## src/design/psrp_regs.svh

```systemverilog
// Register offsets, field positions, reset values for the paged two-wire slave port
`ifndef PSRP_REGS_SVH
`define PSRP_REGS_SVH

`define PSRP_BASE_ADDR_DFLT   7'h58
`define PSRP_PAGE_REG_OFS     16'hFFFC
`define PSRP_PAGE_REG_RST     32'h0000_0000
`define PSRP_PAGE_WORD_IDX    14'h3FFF
`define PSRP_ONE_BYTE_PAGE    8'hFC
`define PSRP_PAGE_HI_LSB      8
`define PSRP_USER_SPACE_BIT   15
`define PSRP_SET_SPI_BIT      0
`define PSRP_SET_TWO_BYTE_BIT 1
`define PSRP_SYNC_WIDTH       6
`define PSRP_SYNC_IDLE        6'h03

`endif

```

## src/design/psrp_pkg.sv

```systemverilog
// Types shared by the paged two-wire slave port
package psrp_pkg;

  typedef enum logic [4:0] {
    ST_IDLE = 5'h01,
    ST_RX   = 5'h02,
    ST_ACK  = 5'h04,
    ST_TX   = 5'h08,
    ST_MACK = 5'h10
  } psrp_state_e;

  typedef enum logic [1:0] {
    K_ADDR   = 2'h0,
    K_OFS_HI = 2'h1,
    K_OFS_LO = 2'h2,
    K_DATA   = 2'h3
  } psrp_kind_e;

  typedef struct packed {
    psrp_state_e st;
    psrp_kind_e  kind;
    logic [3:0]  bitcnt;
    logic [7:0]  shift;
    logic        rw;
    logic        cont;
    logic [15:0] ptr;
    logic [31:0] page;
    logic [6:0]  base;
    logic        sda_oe_n;
    logic        sda_o;
    logic [15:0] reg_addr;
    logic [7:0]  reg_wdata;
    logic        reg_we;
    logic        reg_re;
    logic        rd_pend;
    logic        prev_scl;
    logic        prev_sda;
    logic        prev_mr;
  } psrp_state_s;

endpackage : psrp_pkg

```

## src/design/psrp_pin_if.sv

```systemverilog
// Raw and synchronised pin bundle between the port and its synchroniser
`timescale 1ns/10ps
interface psrp_pin_if #(
  parameter int W = 6
);
  logic [W-1:0] raw;
  logic [W-1:0] sync;
  modport sync_side (input raw, output sync);
  modport user (output raw, input sync);
endinterface : psrp_pin_if

```

## src/design/psrp_port.sv

```systemverilog
// Paged two-wire slave register port with one/two byte offsets
`timescale 1ns/10ps
`include "psrp_regs.svh"

// Contract
// - Port serves host accesses only after reset sequence completes.
// - Port settings may change at any time, taken from settings input.
// - 16-bit offset space; only upper 32KB reaches user registers.
// - Port keeps own page register for paged offsets.
// - Standard start, stop, address, acknowledge and data transfer.
// - Base address register loadable, default 1011000b.
// - Address bits 0 and 1 follow two static pins.
// - Address bit 2 optionally defaults from a reset-time strap.
// - Respond only to combined base address.
// - Two-wire mode selects one-byte or two-byte offsets.
// - All offset bits address registers; direction rides address byte.
// - One-byte mode: page high byte plus offset; 0xFC hits page register.
// - Two-byte mode: full 16-bit offset; page register at 0xFFFC.
// - Pointer advances by one after every data byte.
// - Works at 100kHz, 400kHz and 1MHz bus clocks.
// - Strap pins captured at rising edge of master reset.
module psrp_port (
  input  wire logic        core_clk,
  input  wire logic        arst_n,
  input  wire logic        clk_en,
  input  wire logic        scl_pin,
  input  wire logic        sda_in,
  output logic             sda_out,
  output logic             sda_oe_n,
  input  wire logic        select_or_addr_bit0_pin,
  input  wire logic        serial_in_or_addr_bit1_pin,
  input  wire logic        master_reset_n,
  input  wire logic        addr_bit2_strap_pin,
  input  wire logic        addr_bit2_strap_en,
  input  wire logic        port_ready,
  input  wire logic [1:0]  port0_settings_field,
  input  wire logic        cfg_base_load,
  input  wire logic [6:0]  cfg_base_addr,
  output logic [15:0]      reg_addr,
  output logic [7:0]       reg_wdata,
  output logic             reg_we,
  output logic             reg_re,
  input  wire logic [7:0]  reg_rdata,
  output logic [31:0]      register_page_select,
  output logic [6:0]       base_addr
);
  psrp_pkg::psrp_state_s q;
  psrp_pkg::psrp_state_s d;

  psrp_pin_if #(.W(`PSRP_SYNC_WIDTH)) pins ();

  assign pins.raw = {addr_bit2_strap_pin, master_reset_n, serial_in_or_addr_bit1_pin,
                     select_or_addr_bit0_pin, sda_in, scl_pin};

  psrp_sync #(
    .WIDTH   (`PSRP_SYNC_WIDTH),
    .RST_VAL (`PSRP_SYNC_IDLE)
  ) u_sync (
    .core_clk (core_clk),
    .arst_n   (arst_n),
    .clk_en   (clk_en),
    .pins     (pins.sync_side)
  );

  logic       scl_s;
  logic       sda_s;
  logic       a0_s;
  logic       a1_s;
  logic       mr_s;
  logic       strap_s;
  logic       scl_rise;
  logic       scl_fall;
  logic       start_ev;
  logic       stop_ev;
  logic       enabled;
  logic       two_byte;
  logic       page_hit;
  logic [6:0] dev_addr;
  logic [15:0] ptr_inc;

  assign scl_s    = pins.sync[0];
  assign sda_s    = pins.sync[1];
  assign a0_s     = pins.sync[2];
  assign a1_s     = pins.sync[3];
  assign mr_s     = pins.sync[4];
  assign strap_s  = pins.sync[5];
  assign scl_rise = scl_s && !q.prev_scl;
  assign scl_fall = !scl_s && q.prev_scl;
  // Start and stop only count while the clock stays high across both samples
  assign start_ev = scl_s && q.prev_scl && q.prev_sda && !sda_s;
  assign stop_ev  = scl_s && q.prev_scl && !q.prev_sda && sda_s;
  assign enabled  = port_ready && !port0_settings_field[`PSRP_SET_SPI_BIT];
  assign two_byte = port0_settings_field[`PSRP_SET_TWO_BYTE_BIT];
  assign dev_addr = {q.base[6:2], a1_s, a0_s};
  assign page_hit = (q.ptr[15:2] == `PSRP_PAGE_WORD_IDX);
  assign ptr_inc  = q.ptr + 16'h0001;

  always_comb begin
    d          = q;
    d.prev_scl = scl_s;
    d.prev_sda = sda_s;
    d.prev_mr  = mr_s;
    d.reg_we   = 1'b0;
    d.reg_re   = 1'b0;
    d.rd_pend  = 1'b0;
    d.sda_o    = 1'b0;

    // Strap caught on the release edge; a later configuration load wins
    if (mr_s && !q.prev_mr && addr_bit2_strap_en) begin
      d.base[2] = strap_s;
    end
    if (cfg_base_load) begin
      d.base = cfg_base_addr;
    end

    // Read data lands one cycle after the request
    if (q.rd_pend) begin
      if (page_hit) begin
        d.shift = q.page[{q.ptr[1:0], 3'h0} +: 8];
      end else if (q.ptr[`PSRP_USER_SPACE_BIT]) begin
        d.shift = reg_rdata;
      end else begin
        d.shift = 8'h00;
      end
    end

    if (!enabled) begin
      d.st       = psrp_pkg::ST_IDLE;
      d.sda_oe_n = 1'b1;
    end else if (stop_ev) begin
      d.st       = psrp_pkg::ST_IDLE;
      d.sda_oe_n = 1'b1;
    end else if (start_ev) begin
      // Repeated start keeps the pointer for the read that follows
      d.st       = psrp_pkg::ST_RX;
      d.kind     = psrp_pkg::K_ADDR;
      d.bitcnt   = 4'h0;
      d.sda_oe_n = 1'b1;
    end else begin
      unique case (q.st)
        psrp_pkg::ST_IDLE: begin
          d.sda_oe_n = 1'b1;
        end
        psrp_pkg::ST_RX: begin
          if (scl_rise && q.bitcnt != 4'h8) begin
            d.shift  = {q.shift[6:0], sda_s};
            d.bitcnt = q.bitcnt + 4'h1;
          end else if (scl_fall && q.bitcnt == 4'h8) begin
            d.st       = psrp_pkg::ST_ACK;
            d.sda_oe_n = 1'b0;
            unique case (q.kind)
              psrp_pkg::K_ADDR: begin
                if (q.shift[7:1] != dev_addr) begin
                  d.st       = psrp_pkg::ST_IDLE;
                  d.sda_oe_n = 1'b1;
                end else begin
                  d.rw = q.shift[0];
                  if (q.shift[0]) begin
                    d.rd_pend = 1'b1;
                    d.reg_re  = !page_hit && q.ptr[`PSRP_USER_SPACE_BIT];
                    d.reg_addr = q.ptr;
                  end
                end
              end
              psrp_pkg::K_OFS_HI: begin
                d.ptr[15:8] = q.shift;
              end
              psrp_pkg::K_OFS_LO: begin
                if (two_byte) begin
                  d.ptr[7:0] = q.shift;
                end else if (q.shift >= `PSRP_ONE_BYTE_PAGE) begin
                  d.ptr = {8'hFF, q.shift};
                end else begin
                  d.ptr = {q.page[`PSRP_PAGE_HI_LSB +: 8], q.shift};
                end
              end
              psrp_pkg::K_DATA: begin
                if (page_hit) begin
                  d.page[{q.ptr[1:0], 3'h0} +: 8] = q.shift;
                end else if (q.ptr[`PSRP_USER_SPACE_BIT]) begin
                  d.reg_we    = 1'b1;
                  d.reg_addr  = q.ptr;
                  d.reg_wdata = q.shift;
                end
                d.ptr = ptr_inc;
              end
            endcase
          end
        end
        psrp_pkg::ST_ACK: begin
          if (scl_fall) begin
            d.bitcnt = 4'h0;
            if (q.rw) begin
              d.st       = psrp_pkg::ST_TX;
              d.sda_oe_n = q.shift[7];
            end else begin
              d.st       = psrp_pkg::ST_RX;
              d.sda_oe_n = 1'b1;
              unique case (q.kind)
                psrp_pkg::K_ADDR:   d.kind = two_byte ? psrp_pkg::K_OFS_HI : psrp_pkg::K_OFS_LO;
                psrp_pkg::K_OFS_HI: d.kind = psrp_pkg::K_OFS_LO;
                default:            d.kind = psrp_pkg::K_DATA;
              endcase
            end
          end
        end
        psrp_pkg::ST_TX: begin
          if (scl_rise) begin
            d.bitcnt = q.bitcnt + 4'h1;
          end else if (scl_fall && q.bitcnt == 4'h8) begin
            d.st       = psrp_pkg::ST_MACK;
            d.sda_oe_n = 1'b1;
            d.ptr      = ptr_inc;
          end else if (scl_fall) begin
            d.shift    = {q.shift[6:0], 1'b0};
            d.sda_oe_n = q.shift[6];
          end
        end
        psrp_pkg::ST_MACK: begin
          if (scl_rise) begin
            // Host acknowledge asks for the next byte; fetch it now
            d.cont = !sda_s;
            if (!sda_s) begin
              d.rd_pend  = 1'b1;
              d.reg_re   = !page_hit && q.ptr[`PSRP_USER_SPACE_BIT];
              d.reg_addr = q.ptr;
            end
          end else if (scl_fall) begin
            d.bitcnt   = 4'h0;
            d.st       = q.cont ? psrp_pkg::ST_TX : psrp_pkg::ST_IDLE;
            d.sda_oe_n = q.cont ? q.shift[7] : 1'b1;
          end
        end
      endcase
    end
  end

  always_ff @(posedge core_clk or negedge arst_n) begin
    if (!arst_n) begin
      q          <= '0;
      q.st       <= psrp_pkg::ST_IDLE;
      q.kind     <= psrp_pkg::K_ADDR;
      q.page     <= `PSRP_PAGE_REG_RST;
      q.base     <= `PSRP_BASE_ADDR_DFLT;
      q.sda_oe_n <= 1'b1;
      q.prev_scl <= 1'b1;
      q.prev_sda <= 1'b1;
    end else if (clk_en) begin
      q <= d;
    end
  end

  assign sda_out              = q.sda_o;
  assign sda_oe_n             = q.sda_oe_n;
  assign reg_addr             = q.reg_addr;
  assign reg_wdata            = q.reg_wdata;
  assign reg_we               = q.reg_we;
  assign reg_re               = q.reg_re;
  assign register_page_select = q.page;
  assign base_addr            = q.base;
endmodule : psrp_port

```

## src/design/psrp_sync.sv

```systemverilog
// Two-flop synchroniser for the pins of the slave port
`timescale 1ns/10ps
module psrp_sync #(
  parameter int               WIDTH   = 6,
  // Reset to the pins' idle levels so no false edge follows reset
  parameter logic [WIDTH-1:0] RST_VAL = '0
) (
  input  wire logic     core_clk,
  input  wire logic     arst_n,
  input  wire logic     clk_en,
  psrp_pin_if.sync_side pins
);
  typedef struct packed {
    logic [WIDTH-1:0] s1;
    logic [WIDTH-1:0] s2;
  } psrp_sync_s;

  psrp_sync_s q;
  psrp_sync_s d;

  // First stage feeds only the second stage
  always_comb begin
    d    = q;
    d.s1 = pins.raw;
    d.s2 = q.s1;
  end

  always_ff @(posedge core_clk or negedge arst_n) begin
    if (!arst_n) begin
      q <= {RST_VAL, RST_VAL};
    end else if (clk_en) begin
      q <= d;
    end
  end

  assign pins.sync = q.s2;
endmodule : psrp_sync

```

## config.mk

```make
export PLATFORM = sky130hd
export DESIGN_NAME = psrp_port
export DESIGN_NICKNAME = d
export VERILOG_FILES = /design/src/design/psrp_pkg.sv /design/src/design/psrp_pin_if.sv /design/src/design/psrp_port.sv /design/src/design/psrp_sync.sv
export VERILOG_INCLUDE_DIRS = /design/src /design/src/design
export SDC_FILE = /design/constraint.sdc
export NUM_CORES = 1
export LEC_CHECK = 0
export BUFFER_PORTS_ARGS = -buffer_cell sky130_fd_sc_hd__buf_4
export CAP_MARGIN = 15
export CORE_ASPECT_RATIO = 0.5
export CORE_UTILIZATION = 38
export CTS_CLUSTER_DIAMETER = 60
export DETAILED_ROUTE_END_ITERATION = 12
export GPL_TIMING_DRIVEN = 0
export SLEW_MARGIN = 15
export SYNTH_ARGS = -nofsm -noshare
export SYNTH_HDL_FRONTEND = slang
export SYNTH_HIERARCHICAL = 1
export SYNTH_SLANG_ARGS = --single-unit
```

## constraint.sdc

```tcl
create_clock -name core_clk -period 3.85 [get_ports core_clk]
set_input_delay 0.1925 -clock core_clk [delete_from_list [all_inputs] [get_ports core_clk]]
set_output_delay 0.1925 -clock core_clk [all_outputs]
set_load 0.01 [all_outputs]
```

; Word level (Yosys, flattened, before mapping)
; Index checks and enable logic that the tools add are counted.
[word_totals]
regBits = 119
inputBits = 29
output_inout_bits = 67
word_cells = 209
[classes]
addsub = 3
n_lt_le_gt_ge = 1
eq_ne = 41
n_shift = 3
mux = 94
n_bitwise = 5
reduce_logical = 40
[ops]
columns = cell, count
row1 = $mux W58, 3
row2 = $mux W16, 7
row3 = $mux W32, 3
row4 = $mux W48, 2
row5 = $pmux W16 S2, 3
row6 = $mux W8, 8
row7 = $mux W27, 2
row8 = $mux W25, 2
row9 = $mux W5, 8
row10 = $reduce_and A9 Y1, 4
row11 = $ne A5 B5 Y1 const B, 7
row12 = $bwmux W32, 1
row13 = $pmux W8 S2, 2
row14 = $shift A8 B7 Y32 const A, 1
row15 = $shiftx A32 B6 Y8, 1
row16 = $shiftx A8 B7 Y32, 1
row17 = $ne A3 B3 Y1 const B, 10
row18 = $mux W1, 24
row19 = $pmux W8 S3, 1
row20 = $mux W11, 2
row21 = $mux W4, 5
row22 = $pmux W5 S4, 1
row23 = $reduce_and A10 Y1, 2
row24 = $mux W3, 6
row25 = 38 further kinds, 81

; Longest topological paths before layout
; Gate-level depths: netlist of the first run.
[depth]
depth_word = 12
mapped_depth = 9
ltp_nobuf = 8

; Cells and area by module
; Netlist of the first run, hierarchy kept.
[modules_own_cells]
columns = mod, n_inst, cells_each, area_per_inst_um2
row1 = psrp_port, 1, 682, 6402.4
row2 = psrp_sync, 1, 25, 489.2

; Least setup slack after synthesis of the first run
; OpenSTA, ideal clock, no wires.
[synth_path]
kind = register to register
start = register u_sync.q (netlist bit u_sync/pins.sync[1])
end = register q (netlist bit reg_wdata[0])
arrival_ps = 2153
required_ps = 3725
path_slack_ps = 1572
stages_incl_launch_ff = 8
path_cell_list = dfstp_2 -> and4b_1 -> buf_6 -> nand4b_4 -> nor4_4 -> and3b_1 -> buf_6 -> mux2_2
[synth_between]
elab_chain_cells = 4
[synth_lines]
columns = item, line_no
row1 = "start, declared", psrp_sync.sv:18  ; psrp_sync_s q;
row2 = "start signal, assigned", psrp_sync.sv:30  ; q <= {RST_VAL, RST_VAL};
row3 = $logic_not A1 Y1, -
row4 = $logic_and A1 B1 Y1, psrp_port.sv:90  ; assign start_ev = scl_s && q.prev_scl && q.prev_sda && !sda_s;
row5 = $not A1 Y1 (no line), -
row6 = $reduce_and A10 Y1 (no line) (*), -
row7 = "end, declared", psrp_port.sv:47  ; psrp_pkg::psrp_state_s q;
; Every way passes the cells marked *; elsewhere a longest branch is shown, timed or not.
; A chain may end at the register's enable or synchronous reset.

; Final worst setup path of the first run
[layout_path]
start = register q[90] (netlist name)
end = register q (netlist bit reg_addr[14])
[layout_between]
elab_chain_cells = 3
[layout_lines]
columns = item, line_no
row1 = $ne A7 B7 Y1, psrp_port.sv:153  ; if (q.shift[7:1] != dev_addr) begin
row2 = $ne A3 B3 Y1 (no line), -
row3 = $reduce_and A14 Y1 (no line), -
; Every way passes these cells.

==> results.cfg, run 1 <==
[clocking]
cts_tree = built
clockBufferDepth = 2
cts_root_buf = clkbuf_16
post-cts-setup-buffers = 0
worstSkewPairLatency_ps = 430
clk_pin_slew_ps = 60
htree_levels = 4
cts_made_buffers = 17
numClockSinks = 119

[routing]
vias_per_cell = 5.35
drtPass1Iterations = 9
route.detailed.drc = 4
dr.first_iter.drc_count = 499
drtAntennaViolNets = 0
routed_wl_um = 19000
route.vias.total = 5759
wl_per_cell_um = 17.7

[timing]
slew_viol_final = 0
fin_crit_sh_pct = 73.3
setup_viol = 0
tightest_slew_ps = 1130
finClkSkew_ps = 9.76
slew_headroom_pct = 24.8
hold_violations = 0
fin_setup_tns_ps = 0
clock.fmax_ghz = 0.355
min_period_ps = 2820
rsz0062_at_grt = false

[logic_synthesis]
synthCells = 707
synthXorXnorAreaFrac_pct = 1.40
yosys_warnings = 6
synth_nets = 744
synth.distinct_cells = 71
ys_ff_latch = 119
synth.largest_area_cell = dfrtp_1
synth.area.top_cells = dfrtp_1, buf_4, mux2_2, nand2_1, o21ai_0
synthFlopType = dfrtp_1
netlist.area_leader.share_pct = 39.2
synth-edff-count = 0
synthSimpleGateAreaFrac_pct = 16.3
synthArstFlopShare_pct = 100
synth-compound-area-share_pct = 15.7
ys_seq_area_share_pct = 43.4
synth_fa_ha_area_share_pct = 1.45
syn_area_per_cell_um2 = 9.75
synthMuxAreaShare_pct = 11.1
synth_top_family_by_area = simple AND/OR/NAND/NOR gates
synth_area_um2 = 6890

[setup_path]
path_class = register to register
ff2ff_path_depth = 8
start_kind = register
worstPathMaxFanout = 10
endpoint_kind = register
cp.required_ps = 4160
arrival_ps = 3130

[global_routing]
busiest_layer = met1
met1_usage_pct = 32.1
use_met2_pct = 30.5
met3_usage_pct = 4.44
grt.total_usage_pct = 21.2
grt_pass1_wl_um = 30400
grt_pass1_vias = 5427
overflow = 0
grt_max_degree = 63
antenna_found_initial = 0

[floorplanning]
num_rows = 34
die_w_um = 192
die-area_um2 = 18700
initial_core_util_pct = 39.2
fp.coreArea_um2 = 17600
io_pins = 96
chipHeight_um = 97.2

[finish]
nets = 866
n_antenna_cell = 0
area_delta_synth_final_pct = 24.1
design_area_um2 = 8550
drive_gt1_share_pct = 34.8

[place]
hpwl_um = 13700
place_congestion = 0.909
port_buffers = 94
placed_area_um2 = 7920

[pwr]
ir_drop_mv = 0.346
p_leak_nw = 3.88
power_density_nw_per_um2 = 380

[status]
violations = design-rule violations
outcome = finished with violations

[worst_hold_path]
hold_path_class = input pin to register
hold_path_depth = 2

[flow_run]
max-cap-violations = 0
-- stage by stage --
| stage | cells | hold WS [ps] | setup WS (ps) | utilization (%) | power [mW] |
|---|---|---|---|---|---|
| finish | 1076 | 7.01 | 1030 | 48.7 | 3.25 |
| global route | 1076 | 5.30 | 800 | 48.7 | 3.39 |
| CTS | 1074 | 1.66 | 993 | 48.6 | 3.27 |
| detailed placement | 1036 | 204 | 995 | 45.1 | 1.76 |
| global placement | 1035 | 427 | 1070 | 44.9 | 1.75 |
| floorplan | 707 | -103 | 1570 | - | 1.61 |
-- routing by layer --
metal	vias to the layer above	share of wire (%)	wire, um
li1	2715	-	-
met1	2842	49	9370
met2	185	44	8310
met3	17	6.1	1160
met4	0	0.83	158
met5	-	0	0
-- what timing repair did --
item / 4_1_cts / 5_1_grt
hold buffers: 6 / 2
gates resized for setup: 0 / 0
hold endpoints to repair: 61 / 2
-- logic make-up after synthesis --
logic type	count (synthesis)
xor+xnor	11
compound gates	175
other cells	1
buf+inv	113
flops	119
fa+ha+maj	8
simple gates	223
mux	57
-- worst paths after layout --
path / slack (ps) / to / start
setup / recovery: 1030 / reg_addr[14] / q[90]
hold / removal: 7 / base_addr[5] / cfg_base_addr[5]
setup reg to reg: 1030 / reg_addr[14] / q[90]
hold reg to reg: 490 / reg_we / reg_we
max in group asynchronous: 2790 / u_sync/pins.sync[0] / arst_n
min in group asynchronous: 300 / reg_wdata[1] / arst_n
-- power breakdown --
group	total [mW]	internal [mW]	switching, mW
registers	1.36	1.32	0.0483
clock network	1.50	0.896	0.604
logic	0.387	0.163	0.224
total	3.25	2.37	0.876
-- cell usage in the layout (no fill, tap or decap), types with 8 or more instances in the layout --
master,n
dlygate4sd3_1,8
mux2_4,10
inv_1,14
dfstp_2,11
nor3_1,12
clkbuf_1,20
nand2_1,108
mux4_2,8
clkbuf_16,17
mux2_2,37
ha_1,8
buf_4,161
xnor2_1,9
nand3_1,23
and3_1,8
nor2_1,22
o21ai_0,70
a21oi_1,38
a31oi_1,13
dfrtp_1,108
-- critical path: stages, from the launching register on --
cell	delay, ps
dfrtp_1	310
buf_2	280
xnor2_1	160
nand3_1	120
o21ai_0	410
nand4_1	250
a221oi_4	610
buf_6	240
mux2_2	340
-- cells in the mapped netlist (6+ instances only) --
library cell / instances
dfrtp_1: 108
mux2_4: 10
mux4_2: 8
nor2_1: 22
xnor2_1: 9
nor3_1: 12
a21oi_1: 38
and3_1: 8
buf_4: 68
nand3_1: 23
ha_1: 8
nand2_1: 108
o21ai_2: 6
nor3b_1: 6
clkbuf_1: 19
o21ai_0: 70
nand4_1: 6
mux2_2: 37
o221ai_1: 7
buf_2: 7
a31oi_1: 13
dfstp_2: 11
inv_1: 14
-- area by class of cell --
cell class | count | area, um^2
Inverter | 14 | 52.6
Buffer | 99 | 673
Timing Repair Buffer | 103 | 817
Sequential cell | 119 | 2990
Fill cell | 1630 | 9020
Multi-Input combinational cell | 475 | 3170
Tap cell | 234 | 293
Clock buffer | 19 | 443
Clock inverter | 13 | 106
Note: power is estimated with default switching activity, not from simulation.
==> run 2, diff against run 1 <==
clock period = 2.35 ns   (was 3.85 ns; I/O delays follow)
==> results.cfg, run 2 (synthesis gave the netlist of run 1 again) <==
[finish]
final_cell_mix = buf_4, dfrtp_1, nand2_1
design_area_um2 = 8990
drive_gt1_share_pct = 39.8
n_antenna_cell = 0
nets = 894
layout_commonest_cell = buf_4
area_delta_synth_final_pct = 30.4
postLayoutCoreUtil_pct = 51.2

[setup_path]
worstPathMaxFanout = 5
arrival_ps = 2610
crit_path_start = u_sync/pins.sync[1]
critPathMaxStageDelay_ps = 540
endpoint_kind = register
path_cells = and4b_1 -> buf_6 -> nand4b_4 -> nor4_4 -> buf_4 -> and3b_2 -> buf_6 -> mux2_2
rrSetupSlack_ps = 50
path_common_cell = buf_6
path_class = register to register
cp.required_ps = 2660
slowest_stage = dfstp_2
r2r-start = u_sync/pins.sync[1]
start_kind = register

[clocking]
clk_pin_slew_ps = 60
clockBufferDepth = 2
numClockSinks = 119
htree_levels = 4
cts_tree = built
worstSkewPairLatency_ps = 430
cts_made_buffers = 17
cts_root_buf = clkbuf_16

[timing]
tightest_slew_ps = 753
hold_violations = 0
fin_setup_tns_ps = 0
setup_viol = 0
slew_headroom_pct = 49.3
min_period_ps = 2300
clock.fmax_ghz = 0.435
setup_ws_ps = 50.3
rsz0062_at_grt = true
finClkSkew_ps = 9.22
timing.hold.ws_ps = 13.3
slew_viol_final = 0
fin_crit_sh_pct = 97.9

[floorplanning]
die-area_um2 = 18700
chipHeight_um = 97.2
num_rows = 34
fp.coreArea_um2 = 17600
die_w_um = 192
io_pins = 96
initial_core_util_pct = 39.2

[routing]
vias_per_cell = 5.38
drtAntennaViolNets = 0
route.vias.total = 5939
route.detailed.drc = 4
dr.first_iter.drc_count = 567
drtPass1Iterations = 9
wl_per_cell_um = 17.9
routed_wl_um = 19700

[global_routing]
antenna_found_initial = 0
grt.total_usage_pct = 21.5
grt_pass1_vias = 5540
grt_pass1_wl_um = 30900
grt_max_degree = 63
overflow = 0

[pwr]
pwr-share-clk_pct = 45.6
p_comb_share_pct = 12.8
p_leak_nw = 4.11
power_density_nw_per_um2 = 599
p_int_mw = 3.92
switching_share_pct = 27.1
p_sw_mw = 1.46
power_frac_seq_pct = 41.6
ir_drop_mv = 0.568

[worst_hold_path]
hp-start = cfg_base_addr[2]
hold_path_class = input pin to register

[status]
violations = design-rule violations
outcome = finished with violations

[place]
hpwl_um = 13700
place_congestion = 0.909
place_ws_ps = -505
port_buffers = 94
placed_area_um2 = 7920

[flow_run]
max-cap-violations = 0
## run 2: path summary, 6_finish.rpt
path                                            end  cells after the start
worst max-delay path                   reg_wdata[4]                      8
worst min register to register               reg_we                      1
worst min-delay path                   base_addr[2]                      3
worst max register to register         reg_wdata[4]                      8
min in group asynchronous              reg_wdata[1]                      2
max in group asynchronous       u_sync/pins.sync[0]                      3
## run 2: cell type report
type | instances | area, um^2
Sequential cell | 119 | 2990
Multi-Input combinational cell | 475 | 3340
Tap cell | 234 | 293
Buffer | 97 | 687
Clock inverter | 13 | 106
Clock buffer | 19 | 443
Inverter | 14 | 52.6
Timing Repair Buffer | 133 | 1070
Fill cell | 1591 | 8580
## run 2: power groups by stage
| stage | Combinational [mW] | Clock [mW] | Sequential, mW |
|---|---|---|---|
| final | 0.687 | 2.46 | 2.24 |
| after global routing | 0.742 | 2.61 | 2.25 |
| after CTS | 0.674 | 2.49 | 2.23 |
| after detailed placement | 0.622 | 0 | 2.27 |
| after global placement | 0.606 | 0 | 2.27 |
| after floorplan | 0.392 | 0 | 2.24 |
## run 2: what timing repair did
| action | 4_1_cts | 5_1_grt |
|---|---|---|
| setup endpoints to repair | 65 | 76 |
| gates resized for setup | 22 | 37 |
| setup buffers | 10 | 14 |
| hold buffers | 13 | 0 |
| endpoints found under the hold margin | 68 | 0 |
| pin swaps | 4 | 6 |
| cloned | 0 | 1 |
## run 2: critical path, delay by kind of cell (launching register included)
family	cells	cell delay, ps
mux	1	330
flops	1	540
buf+inv	3	450
simple gates	4	870
## run 2: stage by stage
step	std cells	power, mW
after floorplan	707	2.64
after global placement	1035	2.87
after detailed placement	1036	2.89
after CTS	1090	5.39
after global routing	1104	5.60
final	1104	5.39
## run 2: routing by layer
metal,global-route usage [%],share of wire [%]
met1,32.3,49
met2,31.4,45
met3,4.51,5.6
met4,4.78,0.75
met5,0,0
